[src/include/nvmac_pkg.sv]
// Package for the nonvolatile data access controller
package nvmac_pkg;
	localparam int NVMAC_ADDR_W       = 7;
	localparam int NVMAC_DATA_W       = 8;
	localparam int NVMAC_CTRL_W       = 4;
	localparam int NVMAC_READ_GO_BIT  = 0;
	localparam int NVMAC_READ_PRM_BIT = 1;
	localparam int NVMAC_STORE_GO_BIT = 2;
	localparam int NVMAC_STORE_PRM_BIT = 3;
	localparam logic [7:0] NVMAC_CTRL_LOW_ADDR = 8'h40;
	localparam logic [7:0] NVMAC_CTRL_SECTOR   = 8'h01;
	localparam logic [7:0] NVMAC_PTR_HI_RST    = 8'h00;
	localparam logic [7:0] NVMAC_DATA_RST      = 8'h00;
	localparam logic [3:0] NVMAC_CTRL_RST      = 4'h0;
	localparam int NVMAC_READ_CYCLES  = 2;
	localparam int NVMAC_WTICKS       = 4;
	localparam int NVMAC_DEPTH        = 128;
	typedef enum logic [2:0] {
		NVMAC_IDLE  = 3'b001,
		NVMAC_READ  = 3'b010,
		NVMAC_WRITE = 3'b100
	} nvmac_state_t;
endpackage

[src/rtl/nvmac_tick_sync.sv]
// Synchroniser and edge detector for the asynchronous write timer tick
`timescale 1ns/1ps
module nvmac_tick_sync (
	input  wire logic sys_clk,
	input  wire logic sys_rst,
	input  wire logic tick_async,
	output logic      tick_pulse
);
	logic meta_q;
	logic sync_q;
	logic last_q;

	always_ff @(posedge sys_clk) begin
		if (sys_rst) begin
			meta_q <= 1'b0;
			sync_q <= 1'b0;
			last_q <= 1'b0;
		end else begin
			meta_q <= tick_async;
			sync_q <= meta_q;
			last_q <= sync_q;
		end
	end

	// One pulse per rising edge of the timer
	assign tick_pulse = sync_q & ~last_q;
endmodule

[src/rtl/nvmac_ctrl.sv]
// Nonvolatile data memory access controller with store and fetch cycles
`timescale 1ns/1ps
// Summary of operation
// Read go starts a fetch only when read permit is already set.
// Fetch end clears read go and loads the fetched byte to data.
// Data register holds its byte until the next read or write.
// Software sets permit and address first, then polls read go.
// Software loads address and data before starting a store.
// Software sets store permit then store go in the next cycle.
// Store go without store permit already set is ignored.
// Store duration counts ticks of an asynchronous internal timer.
// Store end clears store go so software can poll completion.
// Software clears global enable around launching a store.
// Store permit is cleared at reset.
// Pointer high byte resets to zero, selecting sector zero.
// Store end sets the write-complete request flag.
// Vector taken when flag, mask, global enable set, stack not full.
// Servicing clears the request flag and the global enable.
// Software must not sleep before an access has completed.
// Software rewrites the address before every read.
// Control register reached at pointer low 40h, high 01h.
// Read permit is bit 1, read go is bit 0.
// Store permit is bit 3, store go is bit 2.
// Software never sets both go bits or all four bits together; t_read_in_store writes 0Fh during a store.
// Software ensures the low speed clock is stable before a store.
// Read go during a store is ignored; data is left unchanged.
module nvmac_ctrl
	import nvmac_pkg::*;
#(
	parameter int ADDR_W = NVMAC_ADDR_W,
	parameter int DEPTH  = NVMAC_DEPTH,
	parameter int WTICKS = NVMAC_WTICKS
) (
	input  wire logic              sys_clk,
	input  wire logic              sys_rst,
	input  wire logic              addr_we,
	input  wire logic [7:0]        addr_wdata,
	input  wire logic              data_we,
	input  wire logic [7:0]        data_wdata,
	input  wire logic              ptr_low_we,
	input  wire logic              ptr_high_we,
	input  wire logic [7:0]        ptr_wdata,
	input  wire logic              indirect_we,
	input  wire logic [7:0]        indirect_wdata,
	input  wire logic              irq_mask_we,
	input  wire logic              irq_mask_wdata,
	input  wire logic              global_en_we,
	input  wire logic              global_en_wdata,
	input  wire logic              stack_full,
	input  wire logic              irq_ack,
	input  wire logic              low_speed_clock,
	output logic [7:0]             nvm_addr_reg,
	output logic [7:0]             nvm_data_reg,
	output logic [7:0]             indirect_port,
	output logic [7:0]             ptr_low_byte,
	output logic [7:0]             ptr_high_byte,
	output logic                   nvm_irq_mask,
	output logic                   nvm_irq_flag,
	output logic                   global_irq_en,
	output logic                   irq_req,
	output logic                   busy
);
	//////////////////////////////////////////////////////////////////////
	logic [ADDR_W-1:0]       addr_q;
	logic [7:0]              data_q;
	logic [NVMAC_CTRL_W-1:0] ctrl_q;
	logic [7:0]              ptr_lo_q;
	logic [7:0]              ptr_hi_q;
	logic                    mask_q;
	logic                    flag_q;
	logic                    gie_q;
	logic [7:0]              mem_q [DEPTH];
	nvmac_state_t            state_q;
	nvmac_state_t            state_d;
	logic [3:0]              cnt_q;
	logic                    tick;
	logic                    ctrl_sel;
	logic                    ctrl_we;
	logic                    read_start;
	logic                    store_start;
	logic                    read_done;
	logic                    store_done;

	nvmac_tick_sync u_tick (
		.sys_clk    (sys_clk),
		.sys_rst    (sys_rst),
		.tick_async (low_speed_clock),
		.tick_pulse (tick)
	);

	//////////////////////////////////////////////////////////////////////
	// Control register is visible only through the sector 1 window
	assign ctrl_sel = (ptr_lo_q == NVMAC_CTRL_LOW_ADDR) &&
		(ptr_hi_q == NVMAC_CTRL_SECTOR);
	assign ctrl_we = indirect_we & ctrl_sel;

	// Permit must already be stored before the go write arrives
	assign read_start = ctrl_we && state_q == NVMAC_IDLE &&
		indirect_wdata[NVMAC_READ_GO_BIT] &&
		ctrl_q[NVMAC_READ_PRM_BIT];
	assign store_start = ctrl_we && state_q == NVMAC_IDLE &&
		indirect_wdata[NVMAC_STORE_GO_BIT] &&
		ctrl_q[NVMAC_STORE_PRM_BIT];

	assign read_done = state_q == NVMAC_READ &&
		cnt_q == 4'(NVMAC_READ_CYCLES - 1);
	assign store_done = state_q == NVMAC_WRITE && tick &&
		cnt_q == 4'(WTICKS - 1);

	//////////////////////////////////////////////////////////////////////
	always_comb begin
		state_d = state_q;
		case (state_q)
			NVMAC_IDLE: begin
				if (store_start)
					state_d = NVMAC_WRITE;
				else if (read_start)
					state_d = NVMAC_READ;
			end
			NVMAC_READ: begin
				if (read_done)
					state_d = NVMAC_IDLE;
			end
			NVMAC_WRITE: begin
				if (store_done)
					state_d = NVMAC_IDLE;
			end
			default: state_d = NVMAC_IDLE;
		endcase
	end

	always_ff @(posedge sys_clk) begin
		if (sys_rst)
			state_q <= NVMAC_IDLE;
		else
			state_q <= state_d;
	end

	// Read counts system cycles, store counts timer ticks
	always_ff @(posedge sys_clk) begin
		if (sys_rst)
			cnt_q <= 4'h0;
		else if (state_q != state_d)
			cnt_q <= 4'h0;
		else if (state_q == NVMAC_READ)
			cnt_q <= cnt_q + 4'h1;
		else if (state_q == NVMAC_WRITE && tick)
			cnt_q <= cnt_q + 4'h1;
	end

	//////////////////////////////////////////////////////////////////////
	// Control bits; go bits are cleared by hardware at cycle end
	always_ff @(posedge sys_clk) begin
		if (sys_rst) begin
			ctrl_q <= NVMAC_CTRL_RST;
		end else begin
			if (ctrl_we) begin
				ctrl_q[NVMAC_READ_PRM_BIT] <=
					indirect_wdata[NVMAC_READ_PRM_BIT];
				ctrl_q[NVMAC_STORE_PRM_BIT] <=
					indirect_wdata[NVMAC_STORE_PRM_BIT];
				// Clearing go aborts nothing; it only drops when idle
				if (state_q == NVMAC_IDLE) begin
					ctrl_q[NVMAC_READ_GO_BIT] <= read_start;
					ctrl_q[NVMAC_STORE_GO_BIT] <= store_start;
				end
			end
			if (read_done)
				ctrl_q[NVMAC_READ_GO_BIT] <= 1'b0;
			if (store_done)
				ctrl_q[NVMAC_STORE_GO_BIT] <= 1'b0;
		end
	end

	//////////////////////////////////////////////////////////////////////
	always_ff @(posedge sys_clk) begin
		if (sys_rst)
			addr_q <= '0;
		else if (addr_we && state_q == NVMAC_IDLE)
			addr_q <= addr_wdata[ADDR_W-1:0];
	end

	// Data changes only on a software write or a finished fetch
	always_ff @(posedge sys_clk) begin
		if (sys_rst)
			data_q <= NVMAC_DATA_RST;
		else if (read_done)
			data_q <= mem_q[addr_q];
		else if (data_we && state_q == NVMAC_IDLE)
			data_q <= data_wdata;
	end

	// Array content is nonvolatile and is not reset
	always_ff @(posedge sys_clk) begin
		if (store_done)
			mem_q[addr_q] <= data_q;
	end

	always_ff @(posedge sys_clk) begin
		if (sys_rst) begin
			ptr_lo_q <= 8'h00;
			ptr_hi_q <= NVMAC_PTR_HI_RST;
		end else begin
			if (ptr_low_we)
				ptr_lo_q <= ptr_wdata;
			if (ptr_high_we)
				ptr_hi_q <= ptr_wdata;
		end
	end

	//////////////////////////////////////////////////////////////////////
	// Interrupt request flag: a new store end wins over the service clear
	always_ff @(posedge sys_clk) begin
		if (sys_rst)
			flag_q <= 1'b0;
		else if (store_done)
			flag_q <= 1'b1;
		else if (irq_ack)
			flag_q <= 1'b0;
	end

	always_ff @(posedge sys_clk) begin
		if (sys_rst)
			mask_q <= 1'b0;
		else if (irq_mask_we)
			mask_q <= irq_mask_wdata;
	end

	always_ff @(posedge sys_clk) begin
		if (sys_rst)
			gie_q <= 1'b0;
		else if (irq_ack)
			gie_q <= 1'b0;
		else if (global_en_we)
			gie_q <= global_en_wdata;
	end

	assign irq_req = flag_q & mask_q & gie_q & ~stack_full;

	//////////////////////////////////////////////////////////////////////
	always_ff @(posedge sys_clk) begin
		if (sys_rst)
			busy <= 1'b0;
		else
			busy <= state_d != NVMAC_IDLE;
	end

	assign nvm_addr_reg  = 8'(addr_q);
	assign nvm_data_reg  = data_q;
	assign indirect_port = ctrl_sel ? {4'h0, ctrl_q} : 8'h00;
	assign ptr_low_byte  = ptr_lo_q;
	assign ptr_high_byte = ptr_hi_q;
	assign nvm_irq_mask  = mask_q;
	assign nvm_irq_flag  = flag_q;
	assign global_irq_en = gie_q;
endmodule

[config.mk]
export PLATFORM = sky130hd
export DESIGN_NAME = nvmac_ctrl
export DESIGN_NICKNAME = d
export VERILOG_FILES = /design/src/include/nvmac_pkg.sv /design/src/rtl/nvmac_tick_sync.sv /design/src/rtl/nvmac_ctrl.sv
export SDC_FILE = /design/constraint.sdc
export NUM_CORES = 1
export LEC_CHECK = 0
export CORE_MARGIN = 10
export CORE_UTILIZATION = 38
export CTS_BUF_LIST = sky130_fd_sc_hd__clkbuf_4 sky130_fd_sc_hd__clkbuf_8 sky130_fd_sc_hd__clkbuf_16
export DETAILED_ROUTE_END_ITERATION = 6
export DONT_BUFFER_PORTS = 1
export MAX_ROUTING_LAYER = met4
export PLACE_DENSITY = 0.58
export SETUP_SLACK_MARGIN = 0.2
export SYNTH_ARGS = -nofsm -noshare
export SYNTH_HDL_FRONTEND = slang
export SYNTH_SLANG_ARGS = --single-unit
export TNS_END_PERCENT = 1
[constraint.sdc]
create_clock -name sys_clk -period 4.1 [get_ports sys_clk]
set_clock_uncertainty 0.15 [all_clocks]
set_input_delay 0.41 -clock sys_clk [delete_from_list [all_inputs] [get_ports sys_clk]]
set_output_delay 0.41 -clock sys_clk [all_outputs]
set_load 0.02 [all_outputs]
==> results of run 1 <==
==> power breakdown <==
group	switching [mW]	total (mW)	internal (mW)	leakage, nW
logic	0.623	1.02	0.398	3.25
registers	0.179	12.3	12.1	9.84
clock network	4.04	9.44	5.40	1.65
total	4.84	22.7	17.9	14.7
==> critical path, delay by kind of cell, from the launching register on <==
family / cells / cell delay (ns)
AO/OA/AOI/OAI: 2 / 0.82
AND/OR/NAND/NOR: 3 / 1.05
multiplexers: 1 / 0.15
flip-flops: 1 / 0.70
buffers and inverters: 1 / 0.54
==> timing repair <==
action	4_1_cts	5_1_grt
hold endpoints to repair	56	0
hold buffers	50	0
resized for setup	0	0
setup endpoints to repair	0	0
==> cell type report <==
type | instances | share of cell area
sequential | 1080 | 0.665
multi-input combinational | 1027 | 0.202
clock buffer | 119 | 0.0571
tap | 1488 | 0.0388
timing repair buffer | 118 | 0.0236
clock inverter | 70 | 0.0129
inverter | 7 | 0.000547
antenna | 5 | 0.000261
==> metrics by stage <==
stage / utilization / std cells / power [mW] / hold WS [ns]
6_report: 0.434 / 3914 / 22.7 / 0.0360
3_5_place_dp: 0.399 / 3670 / 13.5 / 0.291
2_1_floorplan: - / 2244 / 13.1 / 0.264
5_1_grt: 0.434 / 3912 / 23.4 / 0.103
3_3_place_gp: 0.399 / 3670 / 13.5 / 0.289
4_1_cts: 0.434 / 3909 / 22.9 / 0.0210
==> cell usage after synthesis (6+ instances only) <==
master	number	share of area
sky130_fd_sc_hd__a211oi_1	14	0.0025
sky130_fd_sc_hd__a21o_1	8	0.0014
sky130_fd_sc_hd__a21oi_1	22	0.0026
sky130_fd_sc_hd__a22o_1	16	0.0033
sky130_fd_sc_hd__a22oi_1	27	0.0048
sky130_fd_sc_hd__a311oi_1	8	0.0017
sky130_fd_sc_hd__and2_1	8	0.0012
sky130_fd_sc_hd__buf_1	7	0.00062
sky130_fd_sc_hd__buf_12	6	0.0028
sky130_fd_sc_hd__buf_2	19	0.0022
sky130_fd_sc_hd__buf_4	20	0.0035
sky130_fd_sc_hd__buf_6	15	0.0040
sky130_fd_sc_hd__clkbuf_1	60	0.0053
sky130_fd_sc_hd__dfxtp_1	56	0.026
sky130_fd_sc_hd__edfxtp_1	1024	0.73
sky130_fd_sc_hd__inv_1	7	0.00062
sky130_fd_sc_hd__mux2_2	9	0.0024
sky130_fd_sc_hd__mux2i_1	182	0.043
sky130_fd_sc_hd__mux4_2	173	0.092
sky130_fd_sc_hd__nand2_1	55	0.0049
sky130_fd_sc_hd__nand2b_1	10	0.0015
sky130_fd_sc_hd__nand3_1	33	0.0039
sky130_fd_sc_hd__nand3b_1	8	0.0014
sky130_fd_sc_hd__nand4_1	8	0.0012
sky130_fd_sc_hd__nor2_1	189	0.017
sky130_fd_sc_hd__nor2b_1	13	0.0019
sky130_fd_sc_hd__nor3_1	31	0.0037
sky130_fd_sc_hd__o21ai_0	9	0.0011
sky130_fd_sc_hd__o221ai_1	16	0.0033
sky130_fd_sc_hd__o22ai_1	59	0.0087
sky130_fd_sc_hd__o31ai_1	7	0.0012
sky130_fd_sc_hd__o32ai_1	17	0.0035
sky130_fd_sc_hd__o41ai_1	6	0.0012
sky130_fd_sc_hd__or3_1	13	0.0019
sky130_fd_sc_hd__or3b_2	7	0.0014
sky130_fd_sc_hd__or4_1	7	0.0012
==> logic make-up after synthesis <==
logic type / count (synthesis) / synth area share
multiplexers: 367 / 0.139
AO/OA/AOI/OAI: 243 / 0.0424
buffers and inverters: 137 / 0.0200
adder cells (fa/ha/maj): 2 / 0.000590
other: 1 / 0.0000884
XOR/XNOR: 3 / 0.000620
AND/OR/NAND/NOR: 407 / 0.0455
flip-flops: 1080 / 0.752
==> metal layers <==
layer | wire length, um | part of all wire
met5 | 0 | 0
met4 | 2990 | 0.027
met3 | 8510 | 0.078
met2 | 52500 | 0.48
met1 | 45200 | 0.41
==> path summary, 6_finish.rpt <==
kind / to
max: nvm_data_reg[4]$_SDFFE_PP0P_
min: ctrl_q[0]$_SDFFE_PP0N_
max reg2reg: nvm_data_reg[4]$_SDFFE_PP0P_
min reg2reg: u_tick.sync_q$_SDFF_PP0_
==> summary.json, run 1 <==
{
  "setup_violations": {"value": 0},
  "regArea": {"value": 31900, "unit": "sq um"},
  "holdCritStartpoint": {"value": "indirect_we"},
  "ant_nets": {"value": 0},
  "use_met2": {"value": 0.277},
  "most_frequent_standard_cell_in_the_layout_excluding_fill_and_tap_cells": {"value": "sky130_fd_sc_hd__edfxtp_1"},
  "groute.usage.overall": {"value": 0.176},
  "finalHoldViolCount": {"value": 0},
  "detail_route.wirelength": {"value": 109000, "unit": "um"},
  "worst-r2r-cell-count": {"value": 7},
  "hold_class": {"value": "input pin to flip-flop"},
  "tritoncts.num_buffers": {"value": 102},
  "power.density_cell_area": {"value": 473, "unit": "nW/um^2"},
  "worst_slack": {"value": 0.554, "unit": "ns"},
  "globalRoute.totalOverflow": {"value": 0},
  "grt_most_used_layer": {"value": "met2"},
  "gp_congestion": {"value": 0.852},
  "maxClockFrequency": {"value": 0.282, "unit": "GHz"},
  "drt_drc_violations_left": {"value": 0},
  "share_of_final_layout_standard_cells_stronger_than_drive_strength_1": {"value": 0.185},
  "final_cell_area": {"value": 48000, "unit": "sq um"},
  "numPortBuffers": {"value": 0},
  "layout-area-overhead-vs-synth": {"value": 13.2, "unit": "%"},
  "maxSlewViolCount": {"value": 0},
  "routed_wire_length_per_instance": {"value": 27.9, "unit": "um"},
  "worst_skew_pair.late_latency": {"value": 0.68, "unit": "ns"},
  "largest_register_by_flop_count": {"value": "mem_q"},
  "critical_path.endpoint_type": {"value": "flip-flop"},
  "largest_register_ffs": {"value": 1024},
  "setup.worst_path.start_class": {"value": "flip-flop"},
  "leakagePower": {"value": 14.7, "unit": "nW"},
  "grt_start_max_net_pins": {"value": 85},
  "r2r_slack": {"value": 0.55, "unit": "ns"},
  "grt_util_met1": {"value": 0.234},
  "headroom_to_the_max_slew_limit": {"value": 0.216},
  "tritoncts_clock_tree": {"value": "yes"},
  "ys_seq_area_frac": {"value": 0.752},
  "slowest_delay": {"value": 0.70, "unit": "ns"},
  "timing.final.crit_share": {"value": 0.865},
  "wire_length_of_the_first_global_routing_pass": {"value": 159000, "unit": "um"},
  "synth_async_sr_flop_share": {"value": 0},
  "outcome": {"value": "completed"},
  "syn-instance-count": {"value": 2240},
  "htree_num_levels": {"value": 3},
  "synth_flop_cell": {"value": "sky130_fd_sc_hd__edfxtp_1"},
  "core-area": {"value": 111000, "unit": "sq um"},
  "initial_utilization": {"value": 0.383},
  "synth-edff-count": {"value": 1024},
  "clk_pin_slew": {"value": 0.06, "unit": "ns"},
  "worstPathRequired": {"value": 4.51, "unit": "ns"},
  "most_frequent_cells_in_the_layout": {"value": "sky130_fd_sc_hd__edfxtp_1, sky130_fd_sc_hd__nor2_1, sky130_fd_sc_hd__mux2i_1"},
  "die_height": {"value": 354, "unit": "um"},
  "ios": {"value": 91},
  "setup_tns": {"value": 0, "unit": "ns"},
  "die_area": {"value": 125000, "unit": "sq um"},
  "crit_path_max_fanout": {"value": 28},
  "clock_tree_root": {"value": "sky130_fd_sc_hd__clkbuf_16"},
  "crit_path_cell_trace": {"value": "buf_4 > mux2i_1 > o22ai_1 > nor3_1 > or4_1 > or3_1 > o41ai_1"},
  "drtIter0Drc": {"value": 2444},
  "finalNetCount": {"value": 2384},
  "rsz0062_at_grt": {"value": "false"},
  "clock_tree.buffer_depth": {"value": 3},
  "global_route.usage.met3": {"value": 0.0277},
  "cts_num_sinks": {"value": 1080},
  "row_count": {"value": 122},
  "first_global_vias": {"value": 22400},
  "fill_cells": {"value": 9469},
  "detailed_place_hpwl": {"value": 68700, "unit": "um"},
  "max-vdd-ir-drop": {"value": 0.316, "unit": "mV"},
  "place_area": {"value": 44100, "unit": "sq um"},
  "post_cts_buffers": {"value": 0},
  "timing_worst_setup_path_type": {"value": "flip-flop to flip-flop"},
  "length_of_the_first_detailed_routing_pass_in_iterations": {"value": 5},
  "avgViaCountPerCell": {"value": 5.60},
  "worstHoldPathCells": {"value": 4},
  "syn_avg_cell_area": {"value": 18.9, "unit": "sq um"},
  "critical-path-slowest-cell": {"value": "sky130_fd_sc_hd__dfxtp_4"},
  "max_slew.worst_pin.slew": {"value": 1.18, "unit": "ns"},
  "number_of_antenna_violations_at_the_first_check_in_global_routing": {"value": 6},
  "num_vias": {"value": 21900},
  "postSynthRegisterBits": {"value": 1080},
  "floorplan.die.width": {"value": 354, "unit": "um"},
  "final_period_minus_worst_setup_slack": {"value": 3.55, "unit": "ns"},
  "multi_input_area": {"value": 9710, "unit": "sq um"},
  "cp_data_arrival_time": {"value": 3.96, "unit": "ns"},
  "max-cap-violations": {"value": 0},
  "place_ws": {"value": 0.533, "unit": "ns"},
  "synth.lib_cells_used.distinct": {"value": 66},
  "synth.cell_area": {"value": 42400, "unit": "sq um"},
  "synth-warning-count": {"value": 0}
}
Note: power is estimated with default switching activity, not from simulation.
==> inputs of run 2 (changes only) <==
--- a/config.mk
+++ b/config.mk
@@ -11,9 +11,10 @@
 export DETAILED_ROUTE_END_ITERATION = 6
 export DONT_BUFFER_PORTS = 1
 export MAX_ROUTING_LAYER = met4
-export PLACE_DENSITY = 0.58
+export PLACE_DENSITY = 0.6
 export SETUP_SLACK_MARGIN = 0.2
 export SYNTH_ARGS = -nofsm -noshare
 export SYNTH_HDL_FRONTEND = slang
+export SYNTH_HIERARCHICAL = 1
 export SYNTH_SLANG_ARGS = --single-unit
 export TNS_END_PERCENT = 1
==> constraint.sdc (replaced) <==
create_clock -name sys_clk -period 3.1 [get_ports sys_clk]
set_clock_uncertainty 0.15 [all_clocks]
set_input_delay 0.31 -clock sys_clk [delete_from_list [all_inputs] [get_ports sys_clk]]
set_output_delay 0.31 -clock sys_clk [all_outputs]
set_load 0.02 [all_outputs]
==> summary.json, run 2 <==
{
  "outcome": {"value": "completed", "change": "unchanged"},
  "layout-area-overhead-vs-synth": {"value": 17.7, "unit": "%", "change": "was 13.2%"},
  "worstHoldPathCells": {"value": 3, "change": "was 4"},
  "relative_contribution_of_the_clock_network_to_total_power": {"value": 0.418, "change": "was 0.415"},
  "worst-r2r-cell-count": {"value": 9, "change": "was 7"},
  "yosys.area.top_type": {"value": "sky130_fd_sc_hd__edfxtp_1", "change": "unchanged"},
  "gp_congestion": {"value": 0.911, "change": "was 0.852"},
  "avgViaCountPerCell": {"value": 5.55, "change": "was 5.60"},
  "share_comb_of_total_power": {"value": 0.050, "change": "was 0.045"},
  "synthTopCellsByCount": {"value": "sky130_fd_sc_hd__edfxtp_1, sky130_fd_sc_hd__nor2_1, sky130_fd_sc_hd__mux2i_1", "change": "unchanged"},
  "routed_wire_length_per_instance": {"value": 26.8, "unit": "um", "change": "was 27.9 um"},
  "multi_input_area": {"value": 9850, "unit": "sq um", "change": "was 9710 sq um"},
  "post_synth_main_area_contributors": {"value": "sky130_fd_sc_hd__edfxtp_1, sky130_fd_sc_hd__mux4_2, sky130_fd_sc_hd__mux2i_1, sky130_fd_sc_hd__dfxtp_1, sky130_fd_sc_hd__nor2_1", "change": "unchanged"},
  "initial_utilization": {"value": 0.384, "change": "was 0.383"},
  "clk_pin_slew": {"value": 0.06, "unit": "ns", "change": "about the same"},
  "largest_register_by_flop_count": {"value": "mem_q", "change": "unchanged"},
  "floorplan.die.width": {"value": 355, "unit": "um", "change": "was 354 um"},
  "largest_register_ffs": {"value": 1024, "change": "unchanged"},
  "fill_cells": {"value": 9389, "change": "was 9469"},
  "detailed_place_hpwl": {"value": 71600, "unit": "um", "change": "was 68700 um"},
  "synth-edff-count": {"value": 1024, "change": "unchanged"},
  "drtIter0Drc": {"value": 2596, "change": "was 2444"},
  "place_ws": {"value": -0.0670, "unit": "ns", "change": "was 0.533 ns"},
  "setup.worst_path.start_class": {"value": "flip-flop", "change": "unchanged"},
  "p_switching": {"value": 6.39, "unit": "mW", "change": "was 4.84 mW"},
  "max-vdd-ir-drop": {"value": 0.498, "unit": "mV", "change": "was 0.316 mV"},
  "regArea": {"value": 31900, "unit": "sq um", "change": "unchanged"},
  "share_of_final_layout_standard_cells_stronger_than_drive_strength_1": {"value": 0.253, "change": "was 0.185"},
  "num_vias": {"value": 23100, "change": "was 21900"},
  "place_area": {"value": 46100, "unit": "sq um", "change": "was 44100 sq um"},
  "finalHoldViolCount": {"value": 0, "change": "unchanged"},
  "setup_violations": {"value": 0, "change": "unchanged"},
  "drt_drc_violations_left": {"value": 0, "change": "unchanged"},
  "ant_nets": {"value": 0, "change": "unchanged"},
  "sequentialPowerShare": {"value": 0.532, "change": "was 0.540"},
  "die_area": {"value": 126000, "unit": "sq um", "change": "was 125000 sq um"},
  "critical_path.endpoint_type": {"value": "flip-flop", "change": "unchanged"},
  "worst_slack": {"value": 0.160, "unit": "ns", "change": "was 0.554 ns"},
  "synth.lib_cells_used.distinct": {"value": 70, "change": "was 66"},
  "maxSlewViolCount": {"value": 0, "change": "unchanged"},
  "worstPathRequired": {"value": 3.50, "unit": "ns", "change": "was 4.51 ns"},
  "synthMostInstantiatedCell": {"value": "sky130_fd_sc_hd__edfxtp_1", "change": "unchanged"},
  "final_cell_area": {"value": 50200, "unit": "sq um", "change": "was 48000 sq um"},
  "clock_tree.buffer_depth": {"value": 3, "change": "unchanged"},
  "hold_class": {"value": "input pin to flip-flop", "change": "unchanged"},
  "ys_seq_area_frac": {"value": 0.748, "change": "was 0.752"},
  "groute.usage.overall": {"value": 0.179, "change": "was 0.176"},
  "worst_skew_pair.late_latency": {"value": 0.69, "unit": "ns", "change": "was 0.68 ns"},
  "core-area": {"value": 111000, "unit": "sq um", "change": "about the same"},
  "finalCoreUtilization": {"value": 0.452, "change": "was 0.434"},
  "max-cap-violations": {"value": 0, "change": "unchanged"},
  "tritoncts.num_buffers": {"value": 108, "change": "was 102"},
  "grt_start_max_net_pins": {"value": 95, "change": "was 85"},
  "rsz0062_at_grt": {"value": "true", "change": "was false"},
  "most_frequent_cells_in_the_layout": {"value": "sky130_fd_sc_hd__edfxtp_1, sky130_fd_sc_hd__buf_4, sky130_fd_sc_hd__nor2_1", "change": "was sky130_fd_sc_hd__edfxtp_1, sky130_fd_sc_hd__nor2_1, sky130_fd_sc_hd__mux2i_1"},
  "first_global_vias": {"value": 23400, "change": "was 22400"},
  "power.density_cell_area": {"value": 605, "unit": "nW/um^2", "change": "was 473 nW/um^2"},
  "timing_worst_setup_path_type": {"value": "flip-flop to flip-flop", "change": "unchanged"},
  "synthDominantCellAreaShare": {"value": 0.721, "change": "was 0.725"},
  "syn-instance-count": {"value": 2242, "change": "was 2240"},
  "number_of_antenna_violations_at_the_first_check_in_global_routing": {"value": 6, "change": "unchanged"},
  "detail_route.wirelength": {"value": 111000, "unit": "um", "change": "was 109000 um"},
  "timing.final.crit_share": {"value": 0.948, "change": "was 0.865"},
  "cts_num_sinks": {"value": 1080, "change": "unchanged"},
  "finalNetCount": {"value": 2621, "change": "was 2384"},
  "max_slew.worst_pin.slew": {"value": 0.979, "unit": "ns", "change": "was 1.18 ns"},
  "postSynthRegisterBits": {"value": 1080, "change": "unchanged"},
  "crit_path_max_fanout": {"value": 29, "change": "was 28"},
  "die_height": {"value": 355, "unit": "um", "change": "was 354 um"},
  "length_of_the_first_detailed_routing_pass_in_iterations": {"value": 5, "change": "unchanged"},
  "synth.cell_area": {"value": 42600, "unit": "sq um", "change": "was 42400 sq um"},
  "final_period_minus_worst_setup_slack": {"value": 2.94, "unit": "ns", "change": "was 3.55 ns"},
  "netSwitchingFraction": {"value": 0.211, "change": "was 0.213"},
  "globalRoute.totalOverflow": {"value": 0, "change": "unchanged"},
  "clock_tree_root": {"value": "sky130_fd_sc_hd__clkbuf_16", "change": "unchanged"},
  "numPortBuffers": {"value": 0, "change": "unchanged"},
  "headroom_to_the_max_slew_limit": {"value": 0.348, "change": "was 0.216"},
  "wire_length_of_the_first_global_routing_pass": {"value": 163000, "unit": "um", "change": "was 159000 um"},
  "row_count": {"value": 122, "change": "unchanged"},
  "htree_num_levels": {"value": 3, "change": "unchanged"},
  "r2r_slack": {"value": 0.16, "unit": "ns", "change": "was 0.55 ns"},
  "leakagePower": {"value": 16.8, "unit": "nW", "change": "was 14.7 nW"},
  "cp_data_arrival_time": {"value": 3.34, "unit": "ns", "change": "was 3.96 ns"},
  "syn_avg_cell_area": {"value": 19.0, "unit": "sq um", "change": "was 18.9 sq um"},
  "synth-warning-count": {"value": 6, "change": "was 0"},
  "ios": {"value": 91, "change": "unchanged"},
  "most_frequent_standard_cell_in_the_layout_excluding_fill_and_tap_cells": {"value": "sky130_fd_sc_hd__edfxtp_1", "change": "unchanged"},
  "tritoncts_clock_tree": {"value": "yes", "change": "unchanged"},
  "synth_async_sr_flop_share": {"value": 0, "change": "unchanged"},
  "maxClockFrequency": {"value": 0.340, "unit": "GHz", "change": "was 0.282 GHz"},
  "synth_flop_cell": {"value": "sky130_fd_sc_hd__edfxtp_1", "change": "unchanged"},
  "cell_internal_pwr": {"value": 23.9, "unit": "mW", "change": "was 17.9 mW"}
}
run 2: cell count changes after synthesis, moves of 11 or more:
cell                       before  now
sky130_fd_sc_hd__mux4_1         3   20
sky130_fd_sc_hd__o22ai_1       59   38
sky130_fd_sc_hd__nand3_1       33   20
sky130_fd_sc_hd__o221ai_1      16   31
sky130_fd_sc_hd__nand2_1       55   72
sky130_fd_sc_hd__clkbuf_1      60   39
sky130_fd_sc_hd__a22o_1        16    5
sky130_fd_sc_hd__nor2_1       189  204
sky130_fd_sc_hd__nor3_1        31   63
sky130_fd_sc_hd__buf_2         19   32
run 2: path summary, 6_finish.rpt:
path                                        to                     start
setup / recovery  nvm_data_reg[4]$_SDFFE_PP0P_                 flip-flop
hold / removal    nvm_data_reg[7]$_SDFFE_PP0P_                   data_we
setup reg to reg  nvm_data_reg[4]$_SDFFE_PP0P_                 flip-flop
hold reg to reg       u_tick/last_q$_SDFF_PP0_  u_tick/sync_q$_SDFF_PP0_
run 2: cell type report:
type	instances	area share
clock inverters	58	0.00930
diodes	3	0.000150
flip-flops and latches	1080	0.636
multi-input cells	1035	0.196
repair buffers	342	0.0607
well taps	1488	0.0371
inverters	6	0.000449
clock buffers	141	0.0598
run 2: routing by layer:
layer | GRT usage | vias to the layer above | part of all wire
met5 | - | - | 0
met4 | 0.0662 | 0 | 0.035
met3 | 0.0287 | 224 | 0.075
met2 | 0.282 | 986 | 0.48
met1 | 0.235 | 12000 | 0.41
li1 | - | 9842 | -
run 2: logic make-up (layout without fill, tap and decap cells):
logic type                 after synthesis  count (layout)  share of synthesized area
AOI/OAI and AO/OA                      202             202                     0.0360
xor gates and xnor gates                 3               3                   0.000617
adders and majority gates                2               2                   0.000587
buffers and inverters                  131             547                     0.0226
DFF                                   1080            1080                      0.748
muxes                                  372             372                      0.143
other                                    1               8                  0.0000880
and+or+nand+nor                        451             451                     0.0493
run 2: power by group through the flow:
stage               registers, mW  logic (mW)  clock network [mW]
floorplan                    16.5       0.838                   0
global placement             16.4        1.40                   0
detailed placement           16.4        1.43                   0
CTS                          16.1        1.52                12.9
global route                 16.1        1.61                13.6
finish                       16.1        1.52                12.7
run 2: critical path, cell delays in order, from the launching register on:
cell and delay (ns):
sky130_fd_sc_hd__dfxtp_4 0.38, sky130_fd_sc_hd__buf_12 0.14, sky130_fd_sc_hd__buf_12 0.25, sky130_fd_sc_hd__buf_4 0.23, sky130_fd_sc_hd__mux2i_1 0.20, sky130_fd_sc_hd__o221ai_1 0.18
sky130_fd_sc_hd__or2_2 0.35, sky130_fd_sc_hd__a221oi_1 0.63, sky130_fd_sc_hd__buf_4 0.21, sky130_fd_sc_hd__o32ai_1 0.08
run 2: per-stage QoR:
stage | std cells | setup TNS, ns | power [mW] | hold slack (ns)
3_3_place_gp | 3895 | -0.185 | 17.8 | 0.237
3_5_place_dp | 3895 | -0.128 | 17.9 | 0.241
4_1_cts | 4149 | 0 | 30.6 | 0.0107
2_1_floorplan | 2246 | 0 | 17.3 | 0.232
5_1_grt | 4151 | 0 | 31.3 | 0.00847
6_report | 4153 | 0 | 30.3 | 0.0481
run 2: timing repair:
action | CTS | global route
hold buffers | 50 | 1
gates resized for setup | 2 | 9
gates cloned | 0 | 0
setup endpoints to repair | 14 | 79
setup buffers | 5 | 0
hold endpoints to repair | 56 | 1
